[src/inc/epi_pkg.sv]
// Purpose: shared constants and types of the external pin interrupt unit
// Assumes: 8-bit registers on a 32-bit APB, one word per register
// Notes: byte address of a register is four times its index
package epi_pkg;

    // ------------------------------------------------------------------
    // register indices (byte address = index * 4)
    // ------------------------------------------------------------------
    localparam logic [5:0] IDX_CTRL = 6'h35;      // sleep_and_sense_control
    localparam logic [5:0] IDX_MASK_LOW = 6'h12;  // pin_change_mask_low
    localparam logic [5:0] IDX_MASK_HIGH = 6'h13; // pin_change_mask_high
    localparam logic [5:0] IDX_FLAG = 6'h3a;      // flag register
    localparam logic [5:0] IDX_ENABLE = 6'h3b;    // interrupt_group_enable

    // ------------------------------------------------------------------
    // field layout, writable masks and reset values
    // ------------------------------------------------------------------
    localparam logic [7:0] CTRL_RW_MASK = 8'h7b;      // bits 7 and 2 read zero
    localparam logic [7:0] GRP_RW_MASK = 8'h70;       // bits 7 and 3..0 read zero
    localparam logic [7:0] MASK_HIGH_RW_MASK = 8'h0f; // only pins 11..8
    localparam logic [7:0] REG_RESET = 8'h00;
    localparam int EXT_BIT = 6;                       // enable and flag bit
    localparam int GRP_HIGH_BIT = 5;
    localparam int GRP_LOW_BIT = 4;
    localparam int SLEEP_LSB = 3;                     // sleep controls 6..3

    // sense select codes
    localparam logic [1:0] SENSE_LOW = 2'b00;
    localparam logic [1:0] SENSE_ANY = 2'b01;
    localparam logic [1:0] SENSE_FALL = 2'b10;
    localparam logic [1:0] SENSE_RISE = 2'b11;

    // ------------------------------------------------------------------
    // vector word addresses
    // ------------------------------------------------------------------
    localparam int NUM_VEC = 17;
    localparam logic [4:0] VEC_RESET = 5'h00;
    localparam logic [4:0] VEC_EXT = 5'h01;
    localparam logic [4:0] VEC_GRP_LOW = 5'h02;
    localparam logic [4:0] VEC_GRP_HIGH = 5'h03;
    localparam logic [4:0] VEC_WDT = 5'h04;       // then t16 capt, cmpa, cmpb, ovf
    localparam logic [4:0] VEC_T8_CMPA = 5'h09;   // then t8 cmpb, ovf
    localparam logic [4:0] VEC_ANA_COMP = 5'h0c;  // then adc, eeprom, serial start
    localparam logic [4:0] VEC_SER_OVF = 5'h10;

    // per-source bit group carried between processes
    typedef struct packed {
        logic ext;
        logic grp_high;
        logic grp_low;
    } epi_src_t;

    // dispatch states, one-hot
    typedef enum logic [1:0] {
        EPI_ST_IDLE = 2'b01,
        EPI_ST_OFFER = 2'b10
    } epi_state_t;

    // true when a byte address hits a register index
    function automatic logic epi_addr_is(input logic [7:0] addr, input logic [5:0] idx);
        return addr == {idx, 2'b00};
    endfunction : epi_addr_is

endpackage : epi_pkg

[src/hdl/epi_vector_arbiter.sv]
// Purpose: fixed-priority pick of the pending vector
// Assumes: bit n of the request word is vector word address n
// Notes: purely combinational, the top registers the result
`timescale 1ns/1ps
module epi_vector_arbiter (
    input wire logic [16:0] req,
    output logic valid,
    output logic [4:0] vec
);

    // ------------------------------------------------------------------
    // lowest address wins
    // ------------------------------------------------------------------
    function automatic logic [4:0] lowest_set(input logic [16:0] r);
        logic [4:0] pick;
        pick = 5'h00;
        for (int i = epi_pkg::NUM_VEC - 1; i >= 0; i--) begin
            if (r[i]) begin
                pick = 5'(i); // later hits are lower, so they overwrite
            end
        end
        return pick;
    endfunction : lowest_set

    // reset at address zero naturally beats every interrupt
    always_comb begin
        valid = |req;
        vec = lowest_set(req);
    end

endmodule : epi_vector_arbiter

[src/hdl/epi_top.sv]
// Purpose: external request pin and pin-change interrupt unit with vector dispatch
// Assumes: pins synchronous to clk; io_clk_en low while the i/o clock is stopped
// Notes: clk stays alive in sleep; edge sensing and level requests need the i/o clock
//
// What this block does
// - every reset source dispatches vector zero
// - external, group low, group high at 1-3
// - watchdog at 4, 16-bit timer 5..8
// - 8-bit timer, comparator, adc, eeprom, serial 9..16
// - pins driven as outputs still interrupt
// - groups fire on unmasked pin toggles
// - pin-change detection needs no i/o clock
// - sense codes: low, any, falling, rising
// - low level keeps re-raising while low
// - edge sensing runs only with i/o clock
// - low level wakes without i/o clock
// - level must outlast start-up to interrupt
// - pin sampled first; longer pulses always caught
// - external vector needs its enable and global
// - group high needs bit 5 and global
// - reserved bits read zero
// - group low needs bit 4 and global
// - external flag: set, clear on entry/one
// - group flags: set, clear on entry/one
`timescale 1ns/1ps
module epi_top (
    input wire logic clk,
    input wire logic resetn,
    input wire logic psel,
    input wire logic penable,
    input wire logic pwrite,
    input wire logic [7:0] paddr,
    input wire logic [31:0] pwdata,
    input wire logic [3:0] pstrb,
    output logic [31:0] prdata,
    output logic pready,
    output logic pslverr,
    input wire logic external_request_line,
    input wire logic [11:0] pin_change_inputs,
    input wire logic io_clk_en,
    input wire logic global_int_flag,
    input wire logic vector_taken,
    input wire logic [3:0] reset_sources,
    input wire logic [12:0] peripheral_requests,
    output logic irq_request,
    output logic [4:0] irq_vector,
    output logic wake_request,
    output logic [3:0] sleep_controls
);

    // ------------------------------------------------------------------
    // reset release
    // ------------------------------------------------------------------
    logic rst_meta_ff; // first stage, read only by the second
    logic rst_n;       // synchronised reset used everywhere else

    // async assert, release through two flops
    always_ff @(posedge clk or negedge resetn) begin
        if (!resetn) begin
            rst_meta_ff <= 1'b0;
            rst_n <= 1'b0;
        end else begin
            rst_meta_ff <= 1'b1;
            rst_n <= rst_meta_ff;
        end
    end

    // ------------------------------------------------------------------
    // state declarations
    // ------------------------------------------------------------------
    logic [7:0] ctrl_ff;        // sense select and sleep controls
    logic [7:0] mask_low_ff;    // pins 7..0
    logic [7:0] mask_high_ff;   // pins 11..8 in bits 3..0
    epi_pkg::epi_src_t en_ff;   // group enables
    epi_pkg::epi_src_t flags_ff;
    epi_pkg::epi_src_t nxt_flags;
    logic ext_s_ff;             // sampled request pin
    logic ext_p_ff;             // previous sample
    logic [11:0] pc_prev_ff;    // last seen pin-change levels
    logic [31:0] prdata_ff;
    logic pready_ff;
    logic pslverr_ff;
    logic irq_request_ff;
    logic [4:0] irq_vector_ff;
    logic wake_ff;
    epi_pkg::epi_state_t state_ff;
    logic [1:0] sense;
    logic ext_edge;
    logic ext_level_req;
    logic [11:0] pc_change;
    logic grp_low_hit;
    logic grp_high_hit;
    logic [16:0] req_vec;
    logic arb_valid;
    logic [4:0] arb_vec;
    logic wr_access;            // write taken this edge
    logic setup_phase;
    logic entry;                // core enters the offered vector

    assign sense = ctrl_ff[1:0];
    assign setup_phase = psel && !penable;
    assign wr_access = psel && penable && pready_ff && pwrite && pstrb[0];
    assign entry = (state_ff == epi_pkg::EPI_ST_OFFER) && vector_taken;

    // ------------------------------------------------------------------
    // apb slave: answer one cycle after setup, no wait beyond that
    // ------------------------------------------------------------------
    // read data and error are prepared in the setup cycle
    always_ff @(posedge clk or negedge rst_n) begin
        if (!rst_n) begin
            prdata_ff <= 32'h0000_0000;
            pready_ff <= 1'b0;
            pslverr_ff <= 1'b0;
        end else begin
            pready_ff <= setup_phase;
            pslverr_ff <= 1'b0;
            prdata_ff <= 32'h0000_0000;
            if (setup_phase) begin
                if (epi_pkg::epi_addr_is(paddr, epi_pkg::IDX_CTRL)) begin
                    prdata_ff[7:0] <= ctrl_ff & epi_pkg::CTRL_RW_MASK;
                end else if (epi_pkg::epi_addr_is(paddr, epi_pkg::IDX_ENABLE)) begin
                    // reserved enable bits come out as zero
                    prdata_ff[epi_pkg::EXT_BIT] <= en_ff.ext;
                    prdata_ff[epi_pkg::GRP_HIGH_BIT] <= en_ff.grp_high;
                    prdata_ff[epi_pkg::GRP_LOW_BIT] <= en_ff.grp_low;
                end else if (epi_pkg::epi_addr_is(paddr, epi_pkg::IDX_FLAG)) begin
                    prdata_ff[epi_pkg::EXT_BIT] <= flags_ff.ext;
                    prdata_ff[epi_pkg::GRP_HIGH_BIT] <= flags_ff.grp_high;
                    prdata_ff[epi_pkg::GRP_LOW_BIT] <= flags_ff.grp_low;
                end else if (epi_pkg::epi_addr_is(paddr, epi_pkg::IDX_MASK_LOW)) begin
                    prdata_ff[7:0] <= mask_low_ff;
                end else if (epi_pkg::epi_addr_is(paddr, epi_pkg::IDX_MASK_HIGH)) begin
                    prdata_ff[7:0] <= mask_high_ff & epi_pkg::MASK_HIGH_RW_MASK;
                end else begin
                    pslverr_ff <= 1'b1; // unmapped address
                end
            end
        end
    end

    // configuration writes; only lane 0 carries the byte
    always_ff @(posedge clk or negedge rst_n) begin
        if (!rst_n) begin
            ctrl_ff <= epi_pkg::REG_RESET;
            mask_low_ff <= epi_pkg::REG_RESET;
            mask_high_ff <= epi_pkg::REG_RESET;
            en_ff <= '0;
        end else if (wr_access) begin
            if (epi_pkg::epi_addr_is(paddr, epi_pkg::IDX_CTRL)) begin
                ctrl_ff <= pwdata[7:0] & epi_pkg::CTRL_RW_MASK;
            end
            if (epi_pkg::epi_addr_is(paddr, epi_pkg::IDX_ENABLE)) begin
                en_ff.ext <= pwdata[epi_pkg::EXT_BIT];
                en_ff.grp_high <= pwdata[epi_pkg::GRP_HIGH_BIT];
                en_ff.grp_low <= pwdata[epi_pkg::GRP_LOW_BIT];
            end
            if (epi_pkg::epi_addr_is(paddr, epi_pkg::IDX_MASK_LOW)) begin
                mask_low_ff <= pwdata[7:0];
            end
            if (epi_pkg::epi_addr_is(paddr, epi_pkg::IDX_MASK_HIGH)) begin
                mask_high_ff <= pwdata[7:0] & epi_pkg::MASK_HIGH_RW_MASK;
            end
        end
    end

    // ------------------------------------------------------------------
    // request pin sampling and sensing
    // ------------------------------------------------------------------
    // samples only advance while the i/o clock runs, so edges cannot wake deep sleep
    always_ff @(posedge clk or negedge rst_n) begin
        if (!rst_n) begin
            ext_s_ff <= 1'b1;
            ext_p_ff <= 1'b1;
        end else if (io_clk_en) begin
            ext_s_ff <= external_request_line;
            ext_p_ff <= ext_s_ff;
        end
    end

    // edge decode on sampled values; a pulse over one period is always seen
    always_comb begin
        ext_edge = 1'b0;
        unique case (sense)
            epi_pkg::SENSE_LOW: ext_edge = 1'b0;
            epi_pkg::SENSE_ANY: ext_edge = ext_s_ff ^ ext_p_ff;
            epi_pkg::SENSE_FALL: ext_edge = ext_p_ff && !ext_s_ff;
            epi_pkg::SENSE_RISE: ext_edge = !ext_p_ff && ext_s_ff;
        endcase
        ext_edge = ext_edge && io_clk_en;
    end

    // level requests look at the raw pin; they need the core awake, so a level
    // gone before start-up ends still wakes but never requests
    assign ext_level_req = (sense == epi_pkg::SENSE_LOW) && en_ff.ext && global_int_flag
                           && io_clk_en && !external_request_line;

    // ------------------------------------------------------------------
    // pin-change detection
    // ------------------------------------------------------------------
    // the pin level is seen whatever drives it, so software can toggle an output
    always_ff @(posedge clk or negedge rst_n) begin
        if (!rst_n) begin
            pc_prev_ff <= 12'h000;
        end else begin
            pc_prev_ff <= pin_change_inputs;
        end
    end

    assign pc_change = pin_change_inputs ^ pc_prev_ff;
    assign grp_low_hit = |(pc_change[7:0] & mask_low_ff);
    assign grp_high_hit = |(pc_change[11:8] & mask_high_ff[3:0]);

    // ------------------------------------------------------------------
    // flags: write one or vector entry clears, a new event wins
    // ------------------------------------------------------------------
    always_comb begin
        nxt_flags = flags_ff;
        if (wr_access && epi_pkg::epi_addr_is(paddr, epi_pkg::IDX_FLAG)) begin
            nxt_flags.ext = nxt_flags.ext && !pwdata[epi_pkg::EXT_BIT];
            nxt_flags.grp_high = nxt_flags.grp_high && !pwdata[epi_pkg::GRP_HIGH_BIT];
            nxt_flags.grp_low = nxt_flags.grp_low && !pwdata[epi_pkg::GRP_LOW_BIT];
        end
        if (entry) begin
            // entry clears only the flag of the vector the core took
            if (irq_vector_ff == epi_pkg::VEC_EXT) begin
                nxt_flags.ext = 1'b0;
            end
            if (irq_vector_ff == epi_pkg::VEC_GRP_LOW) begin
                nxt_flags.grp_low = 1'b0;
            end
            if (irq_vector_ff == epi_pkg::VEC_GRP_HIGH) begin
                nxt_flags.grp_high = 1'b0;
            end
        end
        nxt_flags.ext = nxt_flags.ext || ext_edge;
        nxt_flags.grp_low = nxt_flags.grp_low || grp_low_hit;
        nxt_flags.grp_high = nxt_flags.grp_high || grp_high_hit;
        if (sense == epi_pkg::SENSE_LOW) begin
            nxt_flags.ext = 1'b0; // level mode never holds the flag
        end
    end

    always_ff @(posedge clk or negedge rst_n) begin
        if (!rst_n) begin
            flags_ff <= '0;
        end else begin
            flags_ff <= nxt_flags;
        end
    end

    // ------------------------------------------------------------------
    // request word and dispatch
    // ------------------------------------------------------------------
    // reset ignores the global flag; everything else needs it
    always_comb begin
        req_vec = 17'h00000;
        req_vec[epi_pkg::VEC_RESET] = |reset_sources;
        req_vec[epi_pkg::VEC_EXT] = (flags_ff.ext && en_ff.ext && global_int_flag)
                                    || ext_level_req;
        req_vec[epi_pkg::VEC_GRP_LOW] = flags_ff.grp_low && en_ff.grp_low
                                        && global_int_flag;
        req_vec[epi_pkg::VEC_GRP_HIGH] = flags_ff.grp_high && en_ff.grp_high
                                         && global_int_flag;
        // watchdog, timers, comparator, adc, eeprom, serial in table order
        req_vec[epi_pkg::VEC_SER_OVF:epi_pkg::VEC_WDT] = peripheral_requests
                                                         & {13{global_int_flag}};
    end

    epi_vector_arbiter u_arb (
        .req(req_vec),
        .valid(arb_valid),
        .vec(arb_vec)
    );

    // offer tracks the best pending vector until the core takes it
    always_ff @(posedge clk or negedge rst_n) begin
        if (!rst_n) begin
            state_ff <= epi_pkg::EPI_ST_IDLE;
        end else begin
            unique case (state_ff)
                epi_pkg::EPI_ST_IDLE: begin
                    if (arb_valid) begin
                        state_ff <= epi_pkg::EPI_ST_OFFER;
                    end
                end
                epi_pkg::EPI_ST_OFFER: begin
                    // taken, or withdrawn (level released, global cleared)
                    if (vector_taken || !arb_valid) begin
                        state_ff <= epi_pkg::EPI_ST_IDLE;
                    end
                end
                default: state_ff <= epi_pkg::EPI_ST_IDLE;
            endcase
        end
    end

    // vector output; the core samples it with irq_request high
    always_ff @(posedge clk or negedge rst_n) begin
        if (!rst_n) begin
            irq_request_ff <= 1'b0;
            irq_vector_ff <= epi_pkg::VEC_RESET;
        end else if (entry || !arb_valid) begin
            irq_request_ff <= 1'b0; // one idle cycle after entry lets flags settle
        end else begin
            irq_request_ff <= 1'b1;
            irq_vector_ff <= arb_vec;
        end
    end

    // ------------------------------------------------------------------
    // wake and sleep controls
    // ------------------------------------------------------------------
    // level and pin-change wake do not depend on io_clk_en
    always_ff @(posedge clk or negedge rst_n) begin
        if (!rst_n) begin
            wake_ff <= 1'b0;
        end else begin
            wake_ff <= (en_ff.ext && (sense == epi_pkg::SENSE_LOW) && !external_request_line)
                       || (en_ff.grp_low && (flags_ff.grp_low || grp_low_hit))
                       || (en_ff.grp_high && (flags_ff.grp_high || grp_high_hit));
        end
    end

    assign prdata = prdata_ff;
    assign pready = pready_ff;
    assign pslverr = pslverr_ff;
    assign irq_request = irq_request_ff;
    assign irq_vector = irq_vector_ff;
    assign wake_request = wake_ff;
    assign sleep_controls = ctrl_ff[epi_pkg::SLEEP_LSB +: 4];
endmodule : epi_top

[config.mk]
export PLATFORM = sky130hd
export DESIGN_NAME = epi_top
export DESIGN_NICKNAME = d
export VERILOG_FILES = /design/src/inc/epi_pkg.sv /design/src/hdl/epi_vector_arbiter.sv /design/src/hdl/epi_top.sv
export SDC_FILE = /design/constraint.sdc
export NUM_CORES = 1
export LEC_CHECK = 0
export ABC_AREA = 1
export BUFFER_PORTS_ARGS = -buffer_cell sky130_fd_sc_hd__buf_2
export CORE_ASPECT_RATIO = 1.75
export CORE_MARGIN = 2
export CORE_UTILIZATION = 35
export DETAILED_ROUTE_END_ITERATION = 12
export HOLD_SLACK_MARGIN = 0.05
export SYNTH_ARGS = -nofsm -noshare
export SYNTH_HDL_FRONTEND = slang
export SYNTH_SLANG_ARGS = --single-unit
[constraint.sdc]
create_clock -name clk -period 1.8 [get_ports clk]
set_input_delay 0.36 -clock clk [delete_from_list [all_inputs] [get_ports clk]]
set_output_delay 0.36 -clock clk [all_outputs]
set_load 0.02 [all_outputs]
==> results of run 1 <==
==> layout by cell type (no fill, tap or decap), types with 8 or more instances in the layout <==
cell type	n
clkbuf_16	9
conb_1	25
nand2_1	82
dfrtp_1	55
o21ai_1	16
inv_1	40
nand2_2	12
nand3_1	21
buf_2	75
nor2_1	18
buf_4	8
o21ai_0	20
==> kinds of logic (layout without fill, tap and decap cells) <==
logic type                 after synthesis  in the layout  synth area share [%]
adders and majority gates                2              2                0.8012
and+or+nand+nor                        156            156                 24.36
xor gates and xnor gates                 4              4                 1.122
other                                    2             25                0.2405
DFF                                     59             59                 47.40
buffers and inverters                   76            144                 13.42
AOI/OAI and AO/OA                       65             65                 12.66
==> final cells by class <==
cell class                      count  area (um^2)  area share [%]
Sequential cell                    59         1481           38.50
Multi-Input combinational cell    252         1310           34.05
Timing Repair Buffer               85        465.4           12.10
Clock buffer                       12        236.5           6.146
Inverter                           44        167.7           4.358
Tap cell                          117        146.4           3.805
Clock inverter                      3        40.04           1.041
==> routing by layer <==
metal | vias up | part of all wire (%)
met1 | 1184 | 37
met4 | 0 | 2.4
met5 | - | 0
met2 | 98 | 55
li1 | 1299 | -
met3 | 12 | 5.7
==> Yosys cell counts, types with 2 or more instances <==
master    number
nand2_4        3
buf_4         28
nor3_2         2
dfrtp_1       56
nand2_1       82
o21ai_1       16
o221ai_1       4
dfstp_2        3
a21oi_1        7
nor3_1         2
o21ai_0       20
ha_1           2
or2_2          3
o21a_1         3
a22o_1         4
nor2_2         3
buf_2          2
nand4_1        2
conb_1         2
nor2_1        18
inv_1         40
nor2_4         3
xor2_1         4
nand3_1       21
nand2_2       12
nand3_2        3
inv_2          3
a31oi_1        3
==> state kept, by name, indices dropped and copies added, names as in the netlist, 2 cells and up <==
register / flops
mask_high_ff: 4
prdata: 8
ctrl_ff: 6
en_ff: 3
flags_ff: 3
state_ff: 2
mask_low_ff: 8
pc_prev_ff: 12
irq_vector: 5
==> worst max-delay path: cells and delay by family (launching register included) <==
family / cells / cell delay (ns)
AND/OR/NAND/NOR: 4 / 0.65
AO/OA/AOI/OAI: 2 / 0.42
flip-flops: 1 / 0.37
==> power by group through the flow <==
stage | registers [mW] | logic (mW) | clock network (mW)
3_5_place_dp | 1.45 | 0.413 | 0
6_report | 1.43 | 0.408 | 1.61
2_1_floorplan | 1.47 | 0.285 | 0
4_1_cts | 1.43 | 0.416 | 1.65
3_3_place_gp | 1.45 | 0.402 | 0
5_1_grt | 1.44 | 0.476 | 1.71
==> final timing paths <==
path	startpoint	end	cells past startpoint
worst min-delay path	pin_change_inputs[0]	pc_prev_ff[0]	1
worst min register to register	rst_n	state_ff[1]	1
worst max register to register	pc_prev_ff[0]	wake_request	6
max in group asynchronous	rst_n	ext_p_ff	1
min in group asynchronous	rst_n	state_ff[1]	1
worst max-delay path	pc_prev_ff[0]	wake_request	6
==> impl_metrics.yaml, run 1 <==
status:
  status: "finished clean"
clock_tree:
  worstSkewPairLatency_ns: 0.33
  cts_setup_buffers: 0
  clock-sinks: 59
  htreeDepth: 3
  ctsHoldBuffers: 1
  cts_inserted_buffers: 9
  cts_tree: "yes"
  cts_root_buf: "clkbuf_16"
  ctsResizeCount: 0
  cts_buffer_depth: 2
  clk_pin_slew_ns: 0.05
placement:
  place.port_buffers: 75
  place_area_um2: 3561
  dpl.hpwl_um: 5683
  dp_cells: 556
  gp_congestion: 0.8217
  post-place-ws_ns: 0.09347
synth:
  yosysWarnings: 0
  syn_avg_cell_area_um2: 8.580
  synthArstFlopShare_pct: 100.0
  yosysUniqueCellTypes: 41
  syn-cell-area_um2: 3123
  ys_ff_latch: 59
  yosysSeqAreaShare_pct: 47.40
  netlist_instances: 364
  synth_edf_count: 0
  synth.top_cell.area_share_pct: 44.87
  synthFlopType: "dfrtp_1"
  yosys-top-cells-area: "dfrtp_1 45%, nand2_1 9.9%, buf_4 6.7%"
  yosysTopAreaCell: "dfrtp_1"
detailed_routing:
  ant_nets: 0
  vias: 2593
  route.detailed.drc: 0
  viasPerCell: 4.533
  dr.pass1.iters: 4
  drt-total-wl_um: 7150
  drt_iter0_drc: 163
  post_drt_wl_per_cell_um: 12.50
sta:
  setup_viol: 0
  fin_setup_tns_ns: 0
  finalCriticalPeriod_ns: 1.564
  fin_crit_sh_pct: 86.87
  fin_worst_skew_ns: 0.006020
  holdWs_ns: 0.1584
  max_clock_freq_mhz: 639.6
  hold_violations: 0
  maxSlewViolCount: 0
  rsz0062_at_grt: "false"
  setup_slack_ns: 0.2364
critical_path:
  critPathKind: "register to register"
  path_max_fanout: 2
  slowest_delay_ns: 0.37
  cpMaxStageDelayCell: "dfrtp_1"
  endpoint_kind: "register"
  startpoint_type: "register"
  crit_chain: "or2_2 > a32o_1 > nor2_1 > nand2_1 > o21ai_0 > nand3_1"
  cp.arrival_ns: 1.76
  worst-endpoint-required_ns: 2.00
  worst-r2r-setup-slack_ns: 0.24
die:
  start_util_pct: 36.02
  die_area_um2: 9724
  row_count: 45
  io_pins: 127
  die_y_um: 129.0
  die_w_um: 75.41
  core_um2: 8671
cells_and_area:
  diodes: 0
  post-route-util_pct: 44.37
  fin_area_um2: 3847
  area_delta_synth_final_pct: 23.20
  drive_gt1_share_pct: 29.89
  fillers: 912
  instances_no_fill: 572
  nets: 535
global_route:
  use_met3_pct: 3.994
  use_met1_pct: 16.99
  grtUsageMet2_pct: 30.64
  grt_overflow: 0
  busiest_layer: "met2"
  grt_usage_pct: 16.56
  antenna_found_initial: 0
  grt_pass1_wl_um: 11960
  first_global_vias: 2632
  grt_max_degree: 58
power_and_ir_drop:
  p_total_mw: 3.449
  power_density_nw_per_um2: 896.6
  netSwitchingPower_mw: 0.8537
  seq_power_share_pct: 41.4
  irDropWorstVdd_uv: 601.1
  swShare_pct: 24.75
  pwr-share-clk_pct: 46.8
  p_leak_nw: 2.022
  p_int_mw: 2.596
  pwr-share-comb_pct: 11.8
worst_hold_path:
  hp-class: "input pin to register"
run:
  cap_violations: 0
No activity file was read; power rests on OpenSTA's default activity.
==> inputs of run 2 (changes only) <==
PLACE_DENSITY = 0.71   (was default)
==> run 2 against run 1 <==
Net effect:
- flip-flop and latch count unchanged
- critical path type unchanged
- utilization up 0.29 points
- design area up 0.65%
- sequential power about the same
- largest power group unchanged
- worst setup slack worse by 0.059 ns
- combinational power down 1%
==> impl_metrics.yaml, run 2 (synthesis results as in run 1) <==
status:
  status: "finished clean"
clock_tree:
  clock-sinks: 59
  cts_inserted_buffers: 9
  cts_root_buf: "clkbuf_16"
  clk_pin_slew_ns: 0.05
  cts_tree: "yes"
  cts_setup_buffers: 0
  worstSkewPairLatency_ns: 0.33
  cts_buffer_depth: 2
  htreeDepth: 3
detailed_routing:
  drt_iter0_drc: 149
  route.detailed.drc: 0
  post_drt_wl_per_cell_um: 12.72
  drt-total-wl_um: 7303
  viasPerCell: 4.620
  vias: 2652
  dr.pass1.iters: 4
  ant_nets: 0
critical_path:
  slowest_delay_ns: 0.37
  startpoint_type: "register"
  critPathKind: "register to register"
  cpMaxStageDelayCell: "dfrtp_1"
  worst-endpoint-required_ns: 1.98
  path_delay_family: "simple AND/OR/NAND/NOR gates"
  endpoint_kind: "register"
  crit_chain: "or2_2 > a32o_1 > nor2_1 > nand2_1 > o21ai_0 > nand3_1"
  path_max_fanout: 2
  cp_num_buf_inv: 0
  cp.arrival_ns: 1.80
sta:
  fin_crit_sh_pct: 90.14
  setup_slack_ns: 0.1775
  setup_viol: 0
  fin_setup_tns_ns: 0
  finalCriticalPeriod_ns: 1.623
  max_clock_freq_mhz: 616.3
  rsz0062_at_grt: "false"
  fin_worst_skew_ns: 0.007714
  maxSlewViolCount: 0
  hold_violations: 0
global_route:
  antenna_found_initial: 0
  grt_pass1_wl_um: 12080
  grt_max_degree: 21
  grt_overflow: 0
  grt_usage_pct: 16.77
  first_global_vias: 2711
cells_and_area:
  nets: 536
  fillers: 898
  area_delta_synth_final_pct: 24.00
  final_common_cell: "nand2_1"
  most-common-layout-cells: "82 x nand2_1, 75 x buf_2, 55 x dfrtp_1"
  instances_no_fill: 574
  drive_gt1_share_pct: 30.63
  diodes: 0
  largest-register: "pc_prev_ff"
  fin_area_um2: 3872
  largest_reg_flops: 12
power_and_ir_drop:
  pwr-share-clk_pct: 48.4
  pwr-share-comb_pct: 11.3
  seq_power_share_pct: 40.3
  irDropWorstVdd_uv: 613.1
  p_int_mw: 2.680
  swShare_pct: 24.82
  p_leak_nw: 2.031
  netSwitchingPower_mw: 0.8847
  power_density_nw_per_um2: 920.6
die:
  start_util_pct: 36.02
  row_count: 45
  die_w_um: 75.41
  die_y_um: 129.0
  io_pins: 127
  die_area_um2: 9724
  core_um2: 8671
placement:
  place.port_buffers: 75
  dpl.hpwl_um: 5923
  post-place-ws_ns: 0.08375
  dp_cells: 557
  place_area_um2: 3556
  gp_congestion: 0.8411
worst_hold_path:
  hp-class: "input pin to register"
run:
  cap_violations: 0
run 2: cell count changes in the layout (fill, tap and decap cells not counted):
cell,change
buf_12,-1
buf_4,+2
clkbuf_1,-2
clkbuf_8,+2
clkinv_2,-1
clkinvlp_4,+2
run 2: per-stage QoR:
step | total power [mW] | hold slack (ns) | utilization [%]
detailed placement | 1.864 | 0.1463 | 41.01
CTS | 3.604 | 0.1442 | 44.66
finish | 3.565 | 0.1559 | 44.66
global placement | 1.846 | 0.1459 | 41.01
global route | 3.718 | 0.1605 | 44.66
floorplan | 1.758 | 0.06441 | -
run 2: final cells by class:
class / count / area (um^2) / area share (%)
inverter: 44 / 167.7 / 4.330
sequential: 59 / 1481 / 38.26
tap: 117 / 146.4 / 3.780
clock buffer: 12 / 256.5 / 6.624
clock inverter: 4 / 50.05 / 1.292
timing repair buffer: 86 / 460.4 / 11.89
multi-input combinational: 252 / 1310 / 33.83
run 2: final timing paths:
path / cells after the start / endpoint / from / slack, ns
setup / recovery: 6 / wake_request / pc_prev_ff[0] / 0.18
hold / removal: 1 / pc_prev_ff[0] / pin_change_inputs[0] / 0.16
setup reg to reg: 6 / wake_request / pc_prev_ff[0] / 0.18
hold reg to reg: 0 / ctrl_ff[0] / rst_n / 0.21
max in group asynchronous: 1 / ext_s_ff / rst_n / 0.97
min in group asynchronous: 0 / ctrl_ff[0] / rst_n / 0.21
run 2: power groups by stage:
stage | Combinational, mW | Clock (mW) | Sequential (mW)
4_1_cts | 0.411 | 1.76 | 1.43
2_1_floorplan | 0.285 | 0 | 1.47
6_report | 0.404 | 1.73 | 1.44
5_1_grt | 0.463 | 1.81 | 1.44
3_3_place_gp | 0.392 | 0 | 1.45
3_5_place_dp | 0.408 | 0 | 1.46
run 2: layer usage:
metal	global-route usage, %	part of all wire (%)	up-vias
li1	-	-	1301
met1	17.24	37	1231
met2	29.97	54	103
met3	2.976	5.0	17
met4	10.42	4.0	0
met5	0	0	-
run 2: worst reg2reg max path: stages (launching register included):
cell and delay (ns):
dfrtp_1 0.37, or2_2 0.29, a32o_1 0.25, nor2_1 0.17
nand2_1 0.07, o21ai_0 0.18, nand3_1 0.14
run 2: what timing repair did:
action | CTS | global route
resized for setup | 0 | 0
endpoints found under the hold margin | 2 | 0
hold buffers | 1 | 0
setup endpoints to repair | 0 | 0
